**config.mk**
```make
export PLATFORM = sky130hd
export DESIGN_NAME = tsl_load_ctrl
export DESIGN_NICKNAME = d
export VERILOG_FILES = /design/src/logic/tsl_pkg.sv /design/src/logic/tsl_trig_edge.sv /design/src/logic/tsl_load_ctrl.sv
export VERILOG_INCLUDE_DIRS = /design/src /design/src/logic
export SDC_FILE = /design/constraint.sdc
export NUM_CORES = 1
export LEC_CHECK = 0
export CORE_MARGIN = 8
export CORE_UTILIZATION = 40
export CTS_CLUSTER_SIZE = 8
export DETAILED_ROUTE_END_ITERATION = 16
export DONT_BUFFER_PORTS = 1
export PLACE_DENSITY = 0.55
export SYNTH_ARGS = -nofsm -noshare
export SYNTH_HDL_FRONTEND = slang
export SYNTH_HIERARCHICAL = 1
export SYNTH_SLANG_ARGS = --single-unit
```
**constraint.sdc**
```tcl
create_clock -name core_clk_i -period 19.4 [get_ports core_clk_i]
set_input_delay 3.88 -clock core_clk_i [delete_from_list [all_inputs] [get_ports core_clk_i]]
set_output_delay 3.88 -clock core_clk_i [all_outputs]
set_load 0.05 [all_outputs]
```
**src/logic/tsl_defs.svh**
```systemverilog
`ifndef TSL_DEFS_SVH
`define TSL_DEFS_SVH

// ---------------------------------------------------------------
// register byte offsets
// ---------------------------------------------------------------
`define TSL_OFF_MODE 8'h00
`define TSL_OFF_RAMP_OFS 8'h04
`define TSL_OFF_PHASE_OFS 8'h08
`define TSL_OFF_RAMP_INC 8'h0C
`define TSL_OFF_PHASE_INC 8'h10
`define TSL_OFF_IRQ_STAT 8'h14
`define TSL_OFF_IRQ_EN 8'h18
`define TSL_OFF_IRQ_FLAG 8'h1C

// ---------------------------------------------------------------
// mode control fields
// ---------------------------------------------------------------
`define TSL_MODE_SRC_LSB 0
`define TSL_MODE_SRC_MSB 2
`define TSL_MODE_HOLD_BIT 3
`define TSL_MODE_SINE_BIT 4
`define TSL_MODE_ARM_BIT 5

// ---------------------------------------------------------------
// load-source codes
// ---------------------------------------------------------------
`define TSL_SRC_IMMED 3'h0
`define TSL_SRC_AUX_RISE 3'h1
`define TSL_SRC_SEC_RISE 3'h2
`define TSL_SRC_SEC_FALL 3'h3
`define TSL_SRC_SYNC_RISE 3'h4
`define TSL_SRC_SYNC_FALL 3'h5
`define TSL_SRC_NONE 3'h6
`define TSL_SRC_GATE_RISE 3'h7

// ---------------------------------------------------------------
// timing-event stream bits and interrupt bits
// ---------------------------------------------------------------
`define TSL_EV_AUX 0
`define TSL_EV_SEC 1
`define TSL_EV_SYNC 2
`define TSL_EV_GATE 3
`define TSL_IRQ_ARMED 0
`define TSL_IRQ_LOAD 1

// ---------------------------------------------------------------
// reset values
// ---------------------------------------------------------------
`define TSL_RST_MODE 6'h00
`define TSL_RST_RAMP_INC 16'h0001
`define TSL_RST_PHASE_INC 32'h00000000

`endif

```
**src/logic/tsl_pkg.sv**
```systemverilog
package tsl_pkg;

    // load-control machine states
    typedef enum logic [0:0] {
        TSL_WAIT_ARM,
        TSL_ARMED
    } tsl_state_e;

    typedef logic [2:0] tsl_src_t;
    typedef logic [3:0] tsl_events_t;
    typedef logic [1:0] tsl_irq_t;

endpackage : tsl_pkg

```
**src/logic/tsl_trig_edge.sv**
```systemverilog
`timescale 1ns/1ps
`include "tsl_defs.svh"

module tsl_trig_edge
(
    input wire logic core_clk_i,
    input wire logic rst_n_i,
    input wire logic ev_valid_i,
    input wire tsl_pkg::tsl_events_t ev_bits_i,
    input wire tsl_pkg::tsl_src_t src_i,
    output logic trig_o
);
    import tsl_pkg::*;

    tsl_events_t rise;
    tsl_events_t fall;
    logic trig_sel;

    // ---------------------------------------------------------------
    // per-line edge detection, held level updated on valid beats only
    // ---------------------------------------------------------------
    genvar g;
    generate
        for (g = 0; g < 4; g = g + 1)
        begin : g_edge
            // one held level per line, so each flip-flop has a single process
            logic lvl_reg;

            always_ff @(posedge core_clk_i)
            begin
                if (!rst_n_i)
                    lvl_reg <= 1'b0;
                else if (ev_valid_i)
                    lvl_reg <= ev_bits_i[g];
            end
            assign rise[g] = ev_valid_i & ev_bits_i[g] & ~lvl_reg;
            assign fall[g] = ev_valid_i & ~ev_bits_i[g] & lvl_reg;
        end
    endgenerate

    // source selection; code 110 never fires
    always_comb
    begin
        unique case (src_i)
            `TSL_SRC_IMMED: trig_sel = 1'b1;
            `TSL_SRC_AUX_RISE: trig_sel = rise[`TSL_EV_AUX];
            `TSL_SRC_SEC_RISE: trig_sel = rise[`TSL_EV_SEC];
            `TSL_SRC_SEC_FALL: trig_sel = fall[`TSL_EV_SEC];
            `TSL_SRC_SYNC_RISE: trig_sel = rise[`TSL_EV_SYNC];
            `TSL_SRC_SYNC_FALL: trig_sel = fall[`TSL_EV_SYNC];
            `TSL_SRC_NONE: trig_sel = 1'b0;
            `TSL_SRC_GATE_RISE: trig_sel = rise[`TSL_EV_GATE];
        endcase
    end

    assign trig_o = trig_sel;

endmodule : tsl_trig_edge

```
**src/logic/tsl_load_ctrl.sv**
```systemverilog
// Functional notes
// load source code picks trigger: immediate, aux, second tick, sync, gate edges
// hold-armed set keeps machine in Armed for every later trigger
// waveform select 0 outputs ramp, 1 outputs sine
// one-cycle arm bit moves machine from wait-for-arm to Armed
// Armed waits for trigger, loads both offsets, returns to wait-for-arm
// synchronous active-low reset returns machine to initial state
// rising edge of enabled source gives one-cycle interrupt pulse
// each source latched in flag bit regardless of enable, write one clears
// load source code 110 never triggers a load
//
// Added by the designer: the placing of the registers and register access over AHB-Lite.
`timescale 1ns/1ps
`include "tsl_defs.svh"

module tsl_load_ctrl
(
    input wire logic core_clk_i,
    input wire logic rst_n_i,
    // ahb-lite slave
    input wire logic hsel_i,
    input wire logic [7:0] haddr_i,
    input wire logic [1:0] htrans_i,
    input wire logic hwrite_i,
    input wire logic [2:0] hsize_i,
    input wire logic [31:0] hwdata_i,
    input wire logic hready_i,
    output logic [31:0] hrdata_o,
    output logic hreadyout_o,
    output logic hresp_o,
    // timing-event stream in
    input wire logic ev_tvalid_i,
    input wire logic [7:0] ev_tdata_i,
    // sample stream out
    output logic [15:0] smp_tdata_o,
    output logic smp_tvalid_o,
    input wire logic smp_tready_i,
    // interrupts
    output logic irq_o,
    output logic irq_pulse_o
);
    import tsl_pkg::*;

    // ---------------------------------------------------------------
    // bus slave
    // ---------------------------------------------------------------
    logic wr_pend_reg;
    logic [7:0] wr_addr_reg;
    logic [31:0] rdata_reg;
    logic [31:0] rdata_next;
    wire addr_ph = hsel_i & htrans_i[1] & hready_i;
    wire wr_mode = wr_pend_reg & (wr_addr_reg == `TSL_OFF_MODE);
    wire wr_rofs = wr_pend_reg & (wr_addr_reg == `TSL_OFF_RAMP_OFS);
    wire wr_pofs = wr_pend_reg & (wr_addr_reg == `TSL_OFF_PHASE_OFS);
    wire wr_rinc = wr_pend_reg & (wr_addr_reg == `TSL_OFF_RAMP_INC);
    wire wr_pinc = wr_pend_reg & (wr_addr_reg == `TSL_OFF_PHASE_INC);
    wire wr_ien = wr_pend_reg & (wr_addr_reg == `TSL_OFF_IRQ_EN);
    wire wr_flag = wr_pend_reg & (wr_addr_reg == `TSL_OFF_IRQ_FLAG);

    // zero-wait slave, always okay
    assign hreadyout_o = 1'b1;
    assign hresp_o = 1'b0;
    assign hrdata_o = rdata_reg;

    // capture write address phase
    always_ff @(posedge core_clk_i)
    begin
        if (!rst_n_i)
        begin
            wr_pend_reg <= 1'b0;
            wr_addr_reg <= 8'h00;
        end
        else
        begin
            wr_pend_reg <= addr_ph & hwrite_i;
            wr_addr_reg <= haddr_i;
        end
    end

    // ---------------------------------------------------------------
    // control registers
    // ---------------------------------------------------------------
    logic [5:0] mode_reg;
    logic [15:0] ramp_ofs_reg;
    logic [31:0] phase_ofs_reg;
    logic [15:0] ramp_inc_reg;
    logic [31:0] phase_inc_reg;
    tsl_irq_t ien_reg;
    logic arm_pulse;
    wire tsl_src_t load_src = mode_reg[`TSL_MODE_SRC_MSB:`TSL_MODE_SRC_LSB];
    wire hold_armed = mode_reg[`TSL_MODE_HOLD_BIT];
    wire sel_sine = mode_reg[`TSL_MODE_SINE_BIT];

    // arm is write-only: a one pulses for the write cycle only
    assign arm_pulse = wr_mode & hwdata_i[`TSL_MODE_ARM_BIT];

    // register writes
    always_ff @(posedge core_clk_i)
    begin
        if (!rst_n_i)
        begin
            mode_reg <= `TSL_RST_MODE;
            ramp_ofs_reg <= 16'h0000;
            phase_ofs_reg <= 32'h00000000;
            ramp_inc_reg <= `TSL_RST_RAMP_INC;
            phase_inc_reg <= `TSL_RST_PHASE_INC;
            ien_reg <= 2'h0;
        end
        else
        begin
            if (wr_mode)
                mode_reg <= {1'b0, hwdata_i[4:0]};
            if (wr_rofs)
                ramp_ofs_reg <= hwdata_i[15:0];
            if (wr_pofs)
                phase_ofs_reg <= hwdata_i;
            if (wr_rinc)
                ramp_inc_reg <= hwdata_i[15:0];
            if (wr_pinc)
                phase_inc_reg <= hwdata_i;
            if (wr_ien)
                ien_reg <= hwdata_i[1:0];
        end
    end

    // ---------------------------------------------------------------
    // trigger selection
    // ---------------------------------------------------------------
    logic trig;

    tsl_trig_edge u_trig
    (
        .core_clk_i(core_clk_i),
        .rst_n_i(rst_n_i),
        .ev_valid_i(ev_tvalid_i),
        .ev_bits_i(ev_tdata_i[3:0]),
        .src_i(load_src),
        .trig_o(trig)
    );

    // ---------------------------------------------------------------
    // load-control state machine
    // ---------------------------------------------------------------
    tsl_state_e state_reg;
    tsl_state_e state_next;
    logic load_now;

    // next state and load strobe
    always_comb
    begin
        state_next = state_reg;
        load_now = 1'b0;
        unique case (state_reg)
            TSL_WAIT_ARM:
            begin
                if (arm_pulse)
                    state_next = TSL_ARMED;
            end
            TSL_ARMED:
            begin
                if (trig)
                begin
                    load_now = 1'b1;
                    if (!hold_armed)
                        state_next = TSL_WAIT_ARM;
                end
                // hold-armed keeps the machine here
                if (hold_armed)
                    state_next = TSL_ARMED;
            end
        endcase
    end

    // state register
    always_ff @(posedge core_clk_i)
    begin
        if (!rst_n_i)
            state_reg <= TSL_WAIT_ARM;
        else
            state_reg <= state_next;
    end

    // ---------------------------------------------------------------
    // ramp counter and phase accumulator
    // ---------------------------------------------------------------
    logic [15:0] ramp_reg;
    logic [31:0] phase_reg;
    wire advance = ~smp_tvalid_o | smp_tready_i;

    // offsets load on the load strobe, else step while stream moves
    always_ff @(posedge core_clk_i)
    begin
        if (!rst_n_i)
        begin
            ramp_reg <= 16'h0000;
            phase_reg <= 32'h00000000;
        end
        else if (load_now)
        begin
            ramp_reg <= ramp_ofs_reg;
            phase_reg <= phase_ofs_reg;
        end
        else if (advance)
        begin
            ramp_reg <= ramp_reg + ramp_inc_reg;
            phase_reg <= phase_reg + phase_inc_reg;
        end
    end

    // parabolic sine approximation from phase
    logic [14:0] ph_frac;
    logic [29:0] ph_prod;
    logic [15:0] sine_mag;
    logic [15:0] sine_val;
    assign ph_frac = phase_reg[30:16];
    assign ph_prod = {15'h0000, ph_frac} * {15'h0000, ~ph_frac};
    assign sine_mag = {1'b0, ph_prod[29:15]};
    assign sine_val = phase_reg[31] ? (16'h0000 - sine_mag) : sine_mag;

    // ---------------------------------------------------------------
    // output stream
    // ---------------------------------------------------------------
    logic [15:0] smp_next;
    assign smp_next = sel_sine ? sine_val : ramp_reg;

    // output sample register
    always_ff @(posedge core_clk_i)
    begin
        if (!rst_n_i)
        begin
            smp_tdata_o <= 16'h0000;
            smp_tvalid_o <= 1'b0;
        end
        else if (advance)
        begin
            smp_tdata_o <= smp_next;
            smp_tvalid_o <= 1'b1;
        end
    end

    // ---------------------------------------------------------------
    // interrupts
    // ---------------------------------------------------------------
    tsl_irq_t src_now;
    tsl_irq_t src_prev_reg;
    tsl_irq_t src_rise;
    tsl_irq_t flag_reg;
    tsl_irq_t flag_next;
    logic pulse_reg;

    assign src_now[`TSL_IRQ_ARMED] = (state_reg == TSL_ARMED);
    assign src_now[`TSL_IRQ_LOAD] = load_now;
    assign src_rise = src_now & ~src_prev_reg;
    // set beats write-one clear
    assign flag_next = (flag_reg & ~(wr_flag ? hwdata_i[1:0] : 2'h0)) | src_rise;
    assign irq_o = |(flag_reg & ien_reg);
    assign irq_pulse_o = pulse_reg;

    // source history, flags, edge pulse
    always_ff @(posedge core_clk_i)
    begin
        if (!rst_n_i)
        begin
            src_prev_reg <= 2'h0;
            flag_reg <= 2'h0;
            pulse_reg <= 1'b0;
        end
        else
        begin
            src_prev_reg <= src_now;
            flag_reg <= flag_next;
            pulse_reg <= |(src_rise & ien_reg);
        end
    end

    // ---------------------------------------------------------------
    // read mux
    // ---------------------------------------------------------------
    always_comb
    begin
        unique case (haddr_i)
            `TSL_OFF_MODE: rdata_next = {26'h0000000, mode_reg};
            `TSL_OFF_RAMP_OFS: rdata_next = {16'h0000, ramp_ofs_reg};
            `TSL_OFF_PHASE_OFS: rdata_next = phase_ofs_reg;
            `TSL_OFF_RAMP_INC: rdata_next = {16'h0000, ramp_inc_reg};
            `TSL_OFF_PHASE_INC: rdata_next = phase_inc_reg;
            `TSL_OFF_IRQ_STAT: rdata_next = {30'h00000000, src_now};
            `TSL_OFF_IRQ_EN: rdata_next = {30'h00000000, ien_reg};
            `TSL_OFF_IRQ_FLAG: rdata_next = {30'h00000000, flag_reg};
            default: rdata_next = 32'h00000000;
        endcase
    end

    // read data stands through the data phase
    always_ff @(posedge core_clk_i)
    begin
        if (!rst_n_i)
            rdata_reg <= 32'h00000000;
        else if (addr_ph & ~hwrite_i)
            rdata_reg <= rdata_next;
    end

endmodule : tsl_load_ctrl

```
== Word-level counts from Yosys, hierarchy flattened ==
Index checks and enable logic that the tools add are counted.

* $add $sub $neg: 3
* Multiply operators: 1
* Div/mod/pow operators: 0
* Magnitude comparators: 0
* Eq/ne operators: 20
* Shifts and indexed selects: 0
* Mux-type cells: 15
* Bitwise gates (word level): 42
* Reduce and logical (&&, ||, !) cells: 6

{| class="wikitable"
|+ Operator list
! cell !! number
|-
| 32-bit one-hot mux with 8 select lines || 1
|-
| 16-bit two-way mux || 4
|-
| 32-bit two-way mux || 2
|-
| 8-bit by 5-bit equality test with 1-bit output (second input constant) || 7
|-
| 32-bit adder || 1
|-
| 8-bit by 4-bit equality test with 1-bit output (second input constant) || 4
|-
| 15-bit by 15-bit multiplier with 30-bit output || 1
|-
| 1-bit AND || 24
|-
| 16-bit adder || 1
|-
| 8-bit by 3-bit equality test with 1-bit output (second input constant) || 2
|-
| 8-bit logical NOT || 2
|-
| 1-bit by 15-bit subtractor with 16-bit output (first input constant) || 1
|-
| 15-bit inverter || 1
|-
| 3-bit equality test (second input constant) || 4
|-
| 1-bit inverter || 9
|-
| 2-bit AND || 4
|-
| 1-bit one-hot mux with 8 select lines || 1
|-
| 3-bit by 2-bit equality test with 1-bit output (second input constant) || 2
|-
| 1-bit two-way mux || 5
|-
| 2-bit inverter || 2
|-
| 2-bit OR reduction || 2
|-
| 3-bit by 1-bit equality test with 1-bit output (second input constant) || 1
|-
| 3-bit logical NOT || 1
|-
| 2-bit two-way mux || 1
|-
| other kinds (4) || 4
|}

* Register bits: 219
* Latch bits: 0
* Memory bits (writable): 0
* Memory bits (read-only): 0
* Output and inout port bits: 53
* Word-level logic and storage cells: 108
* Memories: 0

== Logic depth before layout (Yosys ltp) ==
Gate-level depths: netlist of run 1.

* Depth after elaboration: 9
* Gate-level depth with buffers: 30
* Gate-level depth less buffers: 28

== Hierarchy ==
Netlist of run 1, hierarchy kept.

{| class="wikitable"
|+ Modules (own cells, without submodules)
! module !! times used !! cells an instance !! area each (µm²)
|-
| tsl_load_ctrl || 1 || 2,245 || 18,352.6
|-
| tsl_trig_edge || 1 || 24 || 256.5
|}

== Least setup slack after synthesis of run 1 ==
Ideal clock, no wire load.

* Path type: flip-flop to flip-flop
* Start: register phase_reg[23]
* End: register smp_tdata_o[15]
* Setup time: 0.122 ns
* Data arrival time: 6.822 ns
* Required time: 19.278 ns
* Slack: 12.455 ns
* Stages on the path, launching flop included: 27
* Clock period less this slack: 6.945 ns
* Cells stage by stage: dfxtp_1 clkbuf_1 clkinv_1 clkbuf_1 ha_1 inv_1 ha_1 a21oi_1 fa_1 inv_1 fa_1 fa_1 fa_1 inv_1 fa_1 inv_1 ha_1 buf_6 and3_4 a311oi_4 o22ai_2 or3_1 a222oi_1 o21ai_1 or3_1 o211ai_1 a21oi_1

* Word-level cells in the longest chain between the ends: 5

{| class="wikitable"
|+ RTL lines
! item !! RTL line !! RTL
|-
| start: declaration || tsl_load_ctrl.sv:187 || <nowiki>logic [31:0] phase_reg;</nowiki>
|-
| start signal: assignment || tsl_load_ctrl.sv:201 || <nowiki>phase_reg <= phase_ofs_reg;</nowiki>
|-
| start signal: assignment || tsl_load_ctrl.sv:206 || <nowiki>phase_reg <= phase_reg + phase_inc_reg;</nowiki>
|-
| 15-bit inverter || tsl_load_ctrl.sv:216 || <nowiki>assign ph_prod = {15'h0000, ph_frac} * {15'h0000, ~ph_frac};</nowiki>
|-
| 15-bit by 15-bit multiplier with 30-bit output (*) || tsl_load_ctrl.sv:216 ||
|-
| 1-bit by 15-bit subtractor with 16-bit output (*) || tsl_load_ctrl.sv:218 || <nowiki>assign sine_val = phase_reg[31] ? (16'h0000 - sine_mag) : sine_mag;</nowiki>
|-
| 16-bit two-way mux (*) || tsl_load_ctrl.sv:218 ||
|-
| 16-bit two-way mux (*) || tsl_load_ctrl.sv:224 || <nowiki>assign smp_next = sel_sine ? sine_val : ramp_reg;</nowiki>
|-
| end signal: assignment || tsl_load_ctrl.sv:236 || <nowiki>smp_tdata_o <= smp_next;</nowiki>
|-
| end: declaration || tsl_load_ctrl.sv:35 || <nowiki>output logic [15:0] smp_tdata_o,</nowiki>
|}

Mark *: on every way between the ends. The rest lies on a longest branch, timed or not.
A chain may end at the register's enable or synchronous reset.

== Final worst setup path of run 1 ==
* Start: register phase_reg[23]
* End: register smp_tdata_o[10]

* Word-level cells in the longest chain between the ends: 5

{| class="wikitable"
|+ RTL lines
! item !! RTL line
|-
| 15-bit inverter || tsl_load_ctrl.sv:216
|-
| 15-bit by 15-bit multiplier with 30-bit output (*) || tsl_load_ctrl.sv:216
|-
| 1-bit by 15-bit subtractor with 16-bit output || tsl_load_ctrl.sv:218
|-
| 16-bit two-way mux (*) || tsl_load_ctrl.sv:218
|-
| 16-bit two-way mux (*) || tsl_load_ctrl.sv:224
|}

Marked as above.

==> flow_metrics.env, run 1 <==
export IMPL_outcome="completed"
export IMPL_wl_per_cell_um=19.2
export IMPL_dp_hpwl_um=38600
export IMPL_synth_area_mux_share_pct=1.52
export IMPL_antenna_found_initial=0
export IMPL_tns_ns=0
export IMPL_synth_area_sq_mm=0.0186
export IMPL_rows=79
export IMPL_finalHoldViolCount=0
export IMPL_port_buffers=0
export IMPL_fillCellCount=4691
export IMPL_yosys_area_share_simple_pct=17.7
export IMPL_wirelength_um=53800
export IMPL_areaGrowthSynthToFinish_pct=6.56
export IMPL_synthTopCellsByArea="dfxtp_1 (24%), fa_1 (16%), ha_1 (11%), nand2_1 (7.5%), inv_1 (4.8%)"
export IMPL_diodes=0
export IMPL_place_area_sq_mm=0.0190
export IMPL_final_area_sq_mm=0.0198
export IMPL_synth_top_family_by_area="adder cells"
export IMPL_ant_nets=0
export IMPL_drive_gt1_share_pct=3.92
export IMPL_critPathMaxFanout=19
export IMPL_post_cts_setup_buffer_count=0
export IMPL_clkTransAtPathRegs_ns=0.05
export IMPL_grt_setup_unrepaired="false"
export IMPL_fin_util_pct=42.9
export IMPL_finalCritPeriodShare_pct=44.8
export IMPL_cp_end_kind="register"
export IMPL_path_class="reg2reg"
export IMPL_ios=113
export IMPL_die_w_um=232
export IMPL_yosysTopAreaCellShare_pct=23.6
export IMPL_clock_sinks=219
export IMPL_drt_iter0_markers=930
export IMPL_multi_input_area_sq_mm=0.0128
export IMPL_ys_seq_elements=219
export IMPL_synthFlopType="dfxtp_1"
export IMPL_total_power_mw=1.10
export IMPL_synth_seq_area_share_pct=23.6
export IMPL_cts_buffers=31
export IMPL_synth_fp_nets=2647
export IMPL_slew_headroom_pct=15.5
export IMPL_vdd_drop_max_mv=0.0667
export IMPL_hp_class="reg2reg"
export IMPL_nets=2567
export IMPL_powerDensity_mw_per_mm2=55.6
export IMPL_drc=0
export IMPL_initial_core_util_pct=40.2
export IMPL_p_leak_nw=8.88
export IMPL_grt_max_degree=229
export IMPL_max_cap_violations=0
export IMPL_worst_slack_ns=10.70
export IMPL_critPathBufInv=5
export IMPL_dieArea_sq_mm=0.0537
export IMPL_overflow=0
export IMPL_core_area_sq_mm=0.0463
export IMPL_max_stage_delay_ns=0.97
export IMPL_viasPerCell=5.43
export IMPL_worst_pin_slew_ns=1.26
export IMPL_clock_skew_ns=0.0104
export IMPL_synth_cell_types=82
export IMPL_grt_pass1_wl_um=85700
export IMPL_fp_dieH_um=232
export IMPL_finalCriticalPeriod_ns=8.70
export IMPL_finalMaxSlewViolations=0
export IMPL_syn_area_per_cell_sq_um=8.20
export IMPL_synthCells=2269
export IMPL_async_flop_share_pct=0
export IMPL_cts_tree="yes"
export IMPL_yosys_area_top_type="dfxtp_1"
export IMPL_cts_resized=0
export IMPL_synthAdderAreaFrac_pct=27.5
export IMPL_grt_use_total_pct=19.8
export IMPL_fmax_mhz=115
export IMPL_startpoint_type="register"
export IMPL_critPathTopFamily="adder cells"
export IMPL_synth_edff_count=0
export IMPL_cts_buffer_depth=3
export IMPL_yosys_warnings=6
export IMPL_grt_pass1_vias=15500
export IMPL_dp_slack_ns=10.77
export IMPL_crit_slowest_cell="clkinv_1"
export IMPL_htree_levels=1
export IMPL_place_congestion=0.935
export IMPL_hold_buffers=0
export IMPL_crit_path_frequent_cell="fa_1"
export IMPL_clk_latency_ns=0.56
export IMPL_dr_pass1_iters=5
export IMPL_num_vias=15200
export IMPL_synth_compound_area_share_pct=19.2
export IMPL_finalSetupViolCount=0
export IMPL_seq_area_sq_mm=0.00438
export IMPL_crit_required_ns=19.85
export IMPL_cp_data_arrival_time_ns=9.15
export IMPL_synth_xor_area_share_pct=2.73
export IMPL_root_buffer="clkbuf_16"
## per-layer routing
metal | track usage, % | share of wire, % | vias to the layer above
li1 | - | - | 7385
met1 | 26.8 | 46 | 7412
met2 | 32.8 | 46 | 315
met3 | 2.98 | 5.3 | 91
met4 | 5.21 | 2.3 | 0
met5 | 0 | 0 | -
## cell usage after synthesis (all sizes together) (6+ instances only)
cell    instances
o21bai         11
a221oi         16
and2           43
dfxtp         219
and3           18
buf            17
xnor2          38
nand2         372
mux2            6
o21ai          98
a211oi         11
nor2b          37
o211ai         27
a22oi          30
o221ai          8
nand4           6
o211a          21
a21o           28
a31oi          12
o21a            6
clkinv          7
nor3           20
inv           240
nand2b         10
a21oi         113
clkbuf        117
mux2i          17
or3            11
nand3          39
a21boi        105
xor2           20
nor2          163
fa            151
ha            167
## cells by family (layout without fill, tap and decap cells)
| kind of cell | count (synthesis) | in the layout |
|---|---|---|
| AO/OA/AOI/OAI | 524 | 524 |
| XOR/XNOR | 58 | 58 |
| adder cells (fa/ha/maj) | 318 | 318 |
| buffers and inverters | 381 | 304 |
| flip-flops | 219 | 219 |
| multiplexers | 25 | 25 |
| other | 2 | 2 |
| AND/OR/NAND/NOR | 742 | 742 |
## final timing paths
| path | slack (ns) | cells after the start | to | start |
|---|---|---|---|---|
| max | 10.70 | 25 | smp_tdata_o[10] | phase_reg[23] |
| min | 0.48 | 2 | phase_ofs_reg[26] | phase_ofs_reg[26] |
| max reg2reg | 10.70 | 25 | smp_tdata_o[10] | phase_reg[23] |
| min reg2reg | 0.48 | 2 | phase_ofs_reg[26] | phase_ofs_reg[26] |
## worst register-to-register path, stage by stage (launching register included)
cell      delay (ns)
dfxtp_1         0.82
clkinv_1        0.97
ha_1            0.64
inv_1           0.04
ha_1            0.16
a21oi_1         0.15
fa_1            0.43
inv_1           0.09
fa_1            0.46
fa_1            0.52
fa_1            0.55
inv_1           0.06
fa_1            0.56
inv_1           0.06
ha_1            0.41
and3_4          0.23
and2_0          0.15
a221oi_1        0.39
and2_1          0.25
xor2_1          0.33
and4_1          0.41
nand2_1         0.14
o21ai_0         0.21
xor2_1          0.16
a21oi_1         0.12
a31o_2          0.28
## through the flow
| step | cells | hold WS (ns) |
|---|---|---|
| 6_report | 2799 | 0.478 |
| 5_1_grt | 2799 | 0.507 |
| 4_1_cts | 2799 | 0.480 |
| 3_5_place_dp | 2763 | 0.472 |
| 3_3_place_gp | 2763 | 0.464 |
| 2_1_floorplan | 2269 | 0.451 |
## area by class of cell
cell class / instances / share of cell area [%]
clock inverters: 1 / 0.0442
flip-flops and latches: 219 / 22.1
well taps: 607 / 3.83
repair buffers: 21 / 0.795
clock buffers: 35 / 4.04
multi-input cells: 1669 / 64.5
inverters: 247 / 4.68
## cell usage in the layout (no fill, tap or decap), types with 16 or more instances in the layout
master	Yosys	routed
a21oi_1	111	111
nand2_1	372	371
o211ai_1	26	26
fa_1	151	151
a21boi_0	102	102
a221oi_1	16	16
xnor2_1	38	38
and2_1	41	41
dfxtp_1	219	219
xor2_1	20	20
buf_4	4	21
o21ai_0	91	91
inv_1	240	240
a22oi_1	30	30
nor2_1	163	161
mux2i_1	17	17
clkbuf_16	0	31
nor2b_1	37	36
ha_1	167	167
nor3_1	20	19
a21o_1	28	28
and3_1	17	17
o211a_1	21	21
nand3_1	39	39
## report_power, final
part	switching [mW]	internal [mW]	total, mW
clock	0.192	0.283	0.475
combinational	0.0993	0.0617	0.161
sequential	0.00989	0.456	0.465
total	0.301	0.801	1.10
Power figures use the tool's default switching activity.
==> inputs of run 2 (changes only) <==
Settings changed: PLACE_DENSITY 0.55 to 0.57.
Clock period 19.4 ns to 7.2 ns, I/O delays scaled along.
==> flow_metrics.env, run 2 (synthesis gave the netlist of run 1 again) <==
export IMPL_clock_sinks=219
export IMPL_final_common_cell="nand2_1"
export IMPL_hp_start="phase_ofs_reg[22]"
export IMPL_areaGrowthSynthToFinish_pct=10.8
export IMPL_fin_util_pct=44.6
export IMPL_grt_pass1_wl_um=85600
export IMPL_drt_iter0_markers=1038
export IMPL_clock_skew_ns=0.0238
export IMPL_crit_slowest_cell="fa_1"
export IMPL_hold_buffers=0
export IMPL_vdd_drop_max_mv=0.199
export IMPL_startpoint_type="register"
export IMPL_dp_hpwl_um=39700
export IMPL_fp_dieH_um=232
export IMPL_crit_start="phase_reg[26]"
export IMPL_finalMaxSlewViolations=0
export IMPL_crit_chain="clkinvlp_2, nand2_1, fa_1, inv_1, fa_1, fa_1, fa_1, fa_1, inv_1, fa_1, inv_1, ha_1, and3_4, a311oi_4, o22ai_2, or3_1, a222oi_1, o21ai_1, o31ai_2, xnor2_1, mux2i_1, o21ai_1"
export IMPL_crit_required_ns=7.66
export IMPL_grt_pass1_vias=15600
export IMPL_finalHoldViolCount=0
export IMPL_path_class="reg2reg"
export IMPL_grt_setup_unrepaired="true"
export IMPL_dp_slack_ns=-0.0172
export IMPL_tns_ns=0
export IMPL_cp_end_kind="register"
export IMPL_overflow=0
export IMPL_max_cap_violations=0
export IMPL_drive_gt1_share_pct=8.65
export IMPL_wl_per_cell_um=18.7
export IMPL_place_inst=2846
export IMPL_rows=79
export IMPL_total_power_mw=3.06
export IMPL_grt_use_total_pct=19.6
export IMPL_htree_levels=1
export IMPL_port_buffers=0
export IMPL_critPathTopFamily="adder cells"
export IMPL_initial_core_util_pct=40.2
export IMPL_reg2reg_slack_ns=0.24
export IMPL_max_stage_delay_ns=0.57
export IMPL_cp_data_arrival_time_ns=7.41
export IMPL_place_congestion=0.971
export IMPL_powerDensity_mw_per_mm2=148
export IMPL_clkTransAtPathRegs_ns=0.05
export IMPL_ios=113
export IMPL_cts_buffers=31
export IMPL_cts_tree="yes"
export IMPL_worst_pin_slew_ns=1.19
export IMPL_diodes=0
export IMPL_dr_pass1_iters=5
export IMPL_num_vias=15700
export IMPL_fillCellCount=4672
export IMPL_hp_class="reg2reg"
export IMPL_ant_nets=0
export IMPL_critPathMaxFanout=5
export IMPL_drc=0
export IMPL_cts_buffer_depth=3
export IMPL_finalCritPeriodShare_pct=96.6
export IMPL_most_common_layout_cells="nand2_1 (371), inv_1 (238), dfxtp_1 (211)"
export IMPL_finalCriticalPeriod_ns=6.96
export IMPL_clk_latency_ns=0.58
export IMPL_critPathBufInv=4
export IMPL_worst_slack_ns=0.242
export IMPL_grt_max_degree=229
export IMPL_final_cells=2885
export IMPL_core_area_sq_mm=0.0463
export IMPL_rr_startpoint="phase_reg[26]"
export IMPL_nets=2656
export IMPL_wirelength_um=53900
export IMPL_slew_headroom_pct=20.5
export IMPL_dieArea_sq_mm=0.0537
export IMPL_p_leak_nw=9.31
export IMPL_finalSetupViolCount=0
export IMPL_viasPerCell=5.44
export IMPL_crit_path_frequent_cell="fa_1"
export IMPL_fmax_mhz=144
export IMPL_antenna_found_initial=0
export IMPL_outcome="completed"
export IMPL_die_w_um=232
export IMPL_root_buffer="clkbuf_16"
==> run 2: cell types whose count changed in the layout (fill, tap and decap cells not counted), sizes merged <==
| cell | previous run | this run |
|---|---|---|
| clkbuf | 35 | 31 |
| buf | 21 | 108 |
| clkinv | 7 | 5 |
| clkinvlp | 0 | 5 |
==> run 2: stage by stage <==
stage / hold slack, ns / cell area, sq um
after floorplan: 0.451 / 18600
after global placement: 0.465 / 19700
after detailed placement: 0.475 / 19700
after CTS: 0.482 / 20500
after global routing: 0.512 / 20600
final: 0.487 / 20600
==> run 2: final timing paths <==
kind	endpoint	cells past startpoint
max	smp_tdata_o[14]	22
min	phase_ofs_reg[22]	2
max reg2reg	smp_tdata_o[14]	22
min reg2reg	phase_ofs_reg[22]	2
==> run 2: repair_timing <==
action | in CTS | in global routing
setup endpoints to repair | 2 | 10
resized for setup | 1 | 27
buffers inserted | 0 | 4
pin swaps | 0 | 6
gates cloned | 0 | 2
==> run 2: layout make-up <==
type	instances	area, sq um	share of cell area, %
multi-input combinational	1669	12800	62.3
inverter	247	935	4.53
tap	607	759	3.68
clock buffer	31	776	3.76
clock inverter	2	27.5	0.133
sequential	219	4400	21.3
timing repair buffer	108	880	4.27
timing repair inverter	2	10.0	0.0485
==> run 2: power by group <==
group | switching, mW | internal [mW]
clock network | 0.534 | 0.753
registers | 0.0272 | 1.23
logic | 0.285 | 0.235
==> run 2: worst reg2reg max path, delay by kind of cell, from the launching register on <==
family | cells | cell delay [ns]
and+or+nand+nor | 3 | 0.77
buffers and inverters | 4 | 0.49
AOI/OAI and AO/OA | 6 | 1.50
DFF | 1 | 0.40
muxes | 1 | 0.25
adders and majority gates | 7 | 3.36
xor gates and xnor gates | 1 | 0.10
==> run 2: metal layers <==
layer	vias to the layer above	wire length, um	share of wire [%]	track usage, %
met5	-	0	0	0
li1	7545	-	-	-
met3	61	3210	6.0	2.86
met1	7685	24200	45	26.5
met4	0	958	1.8	4.17
met2	404	25500	47	33.0
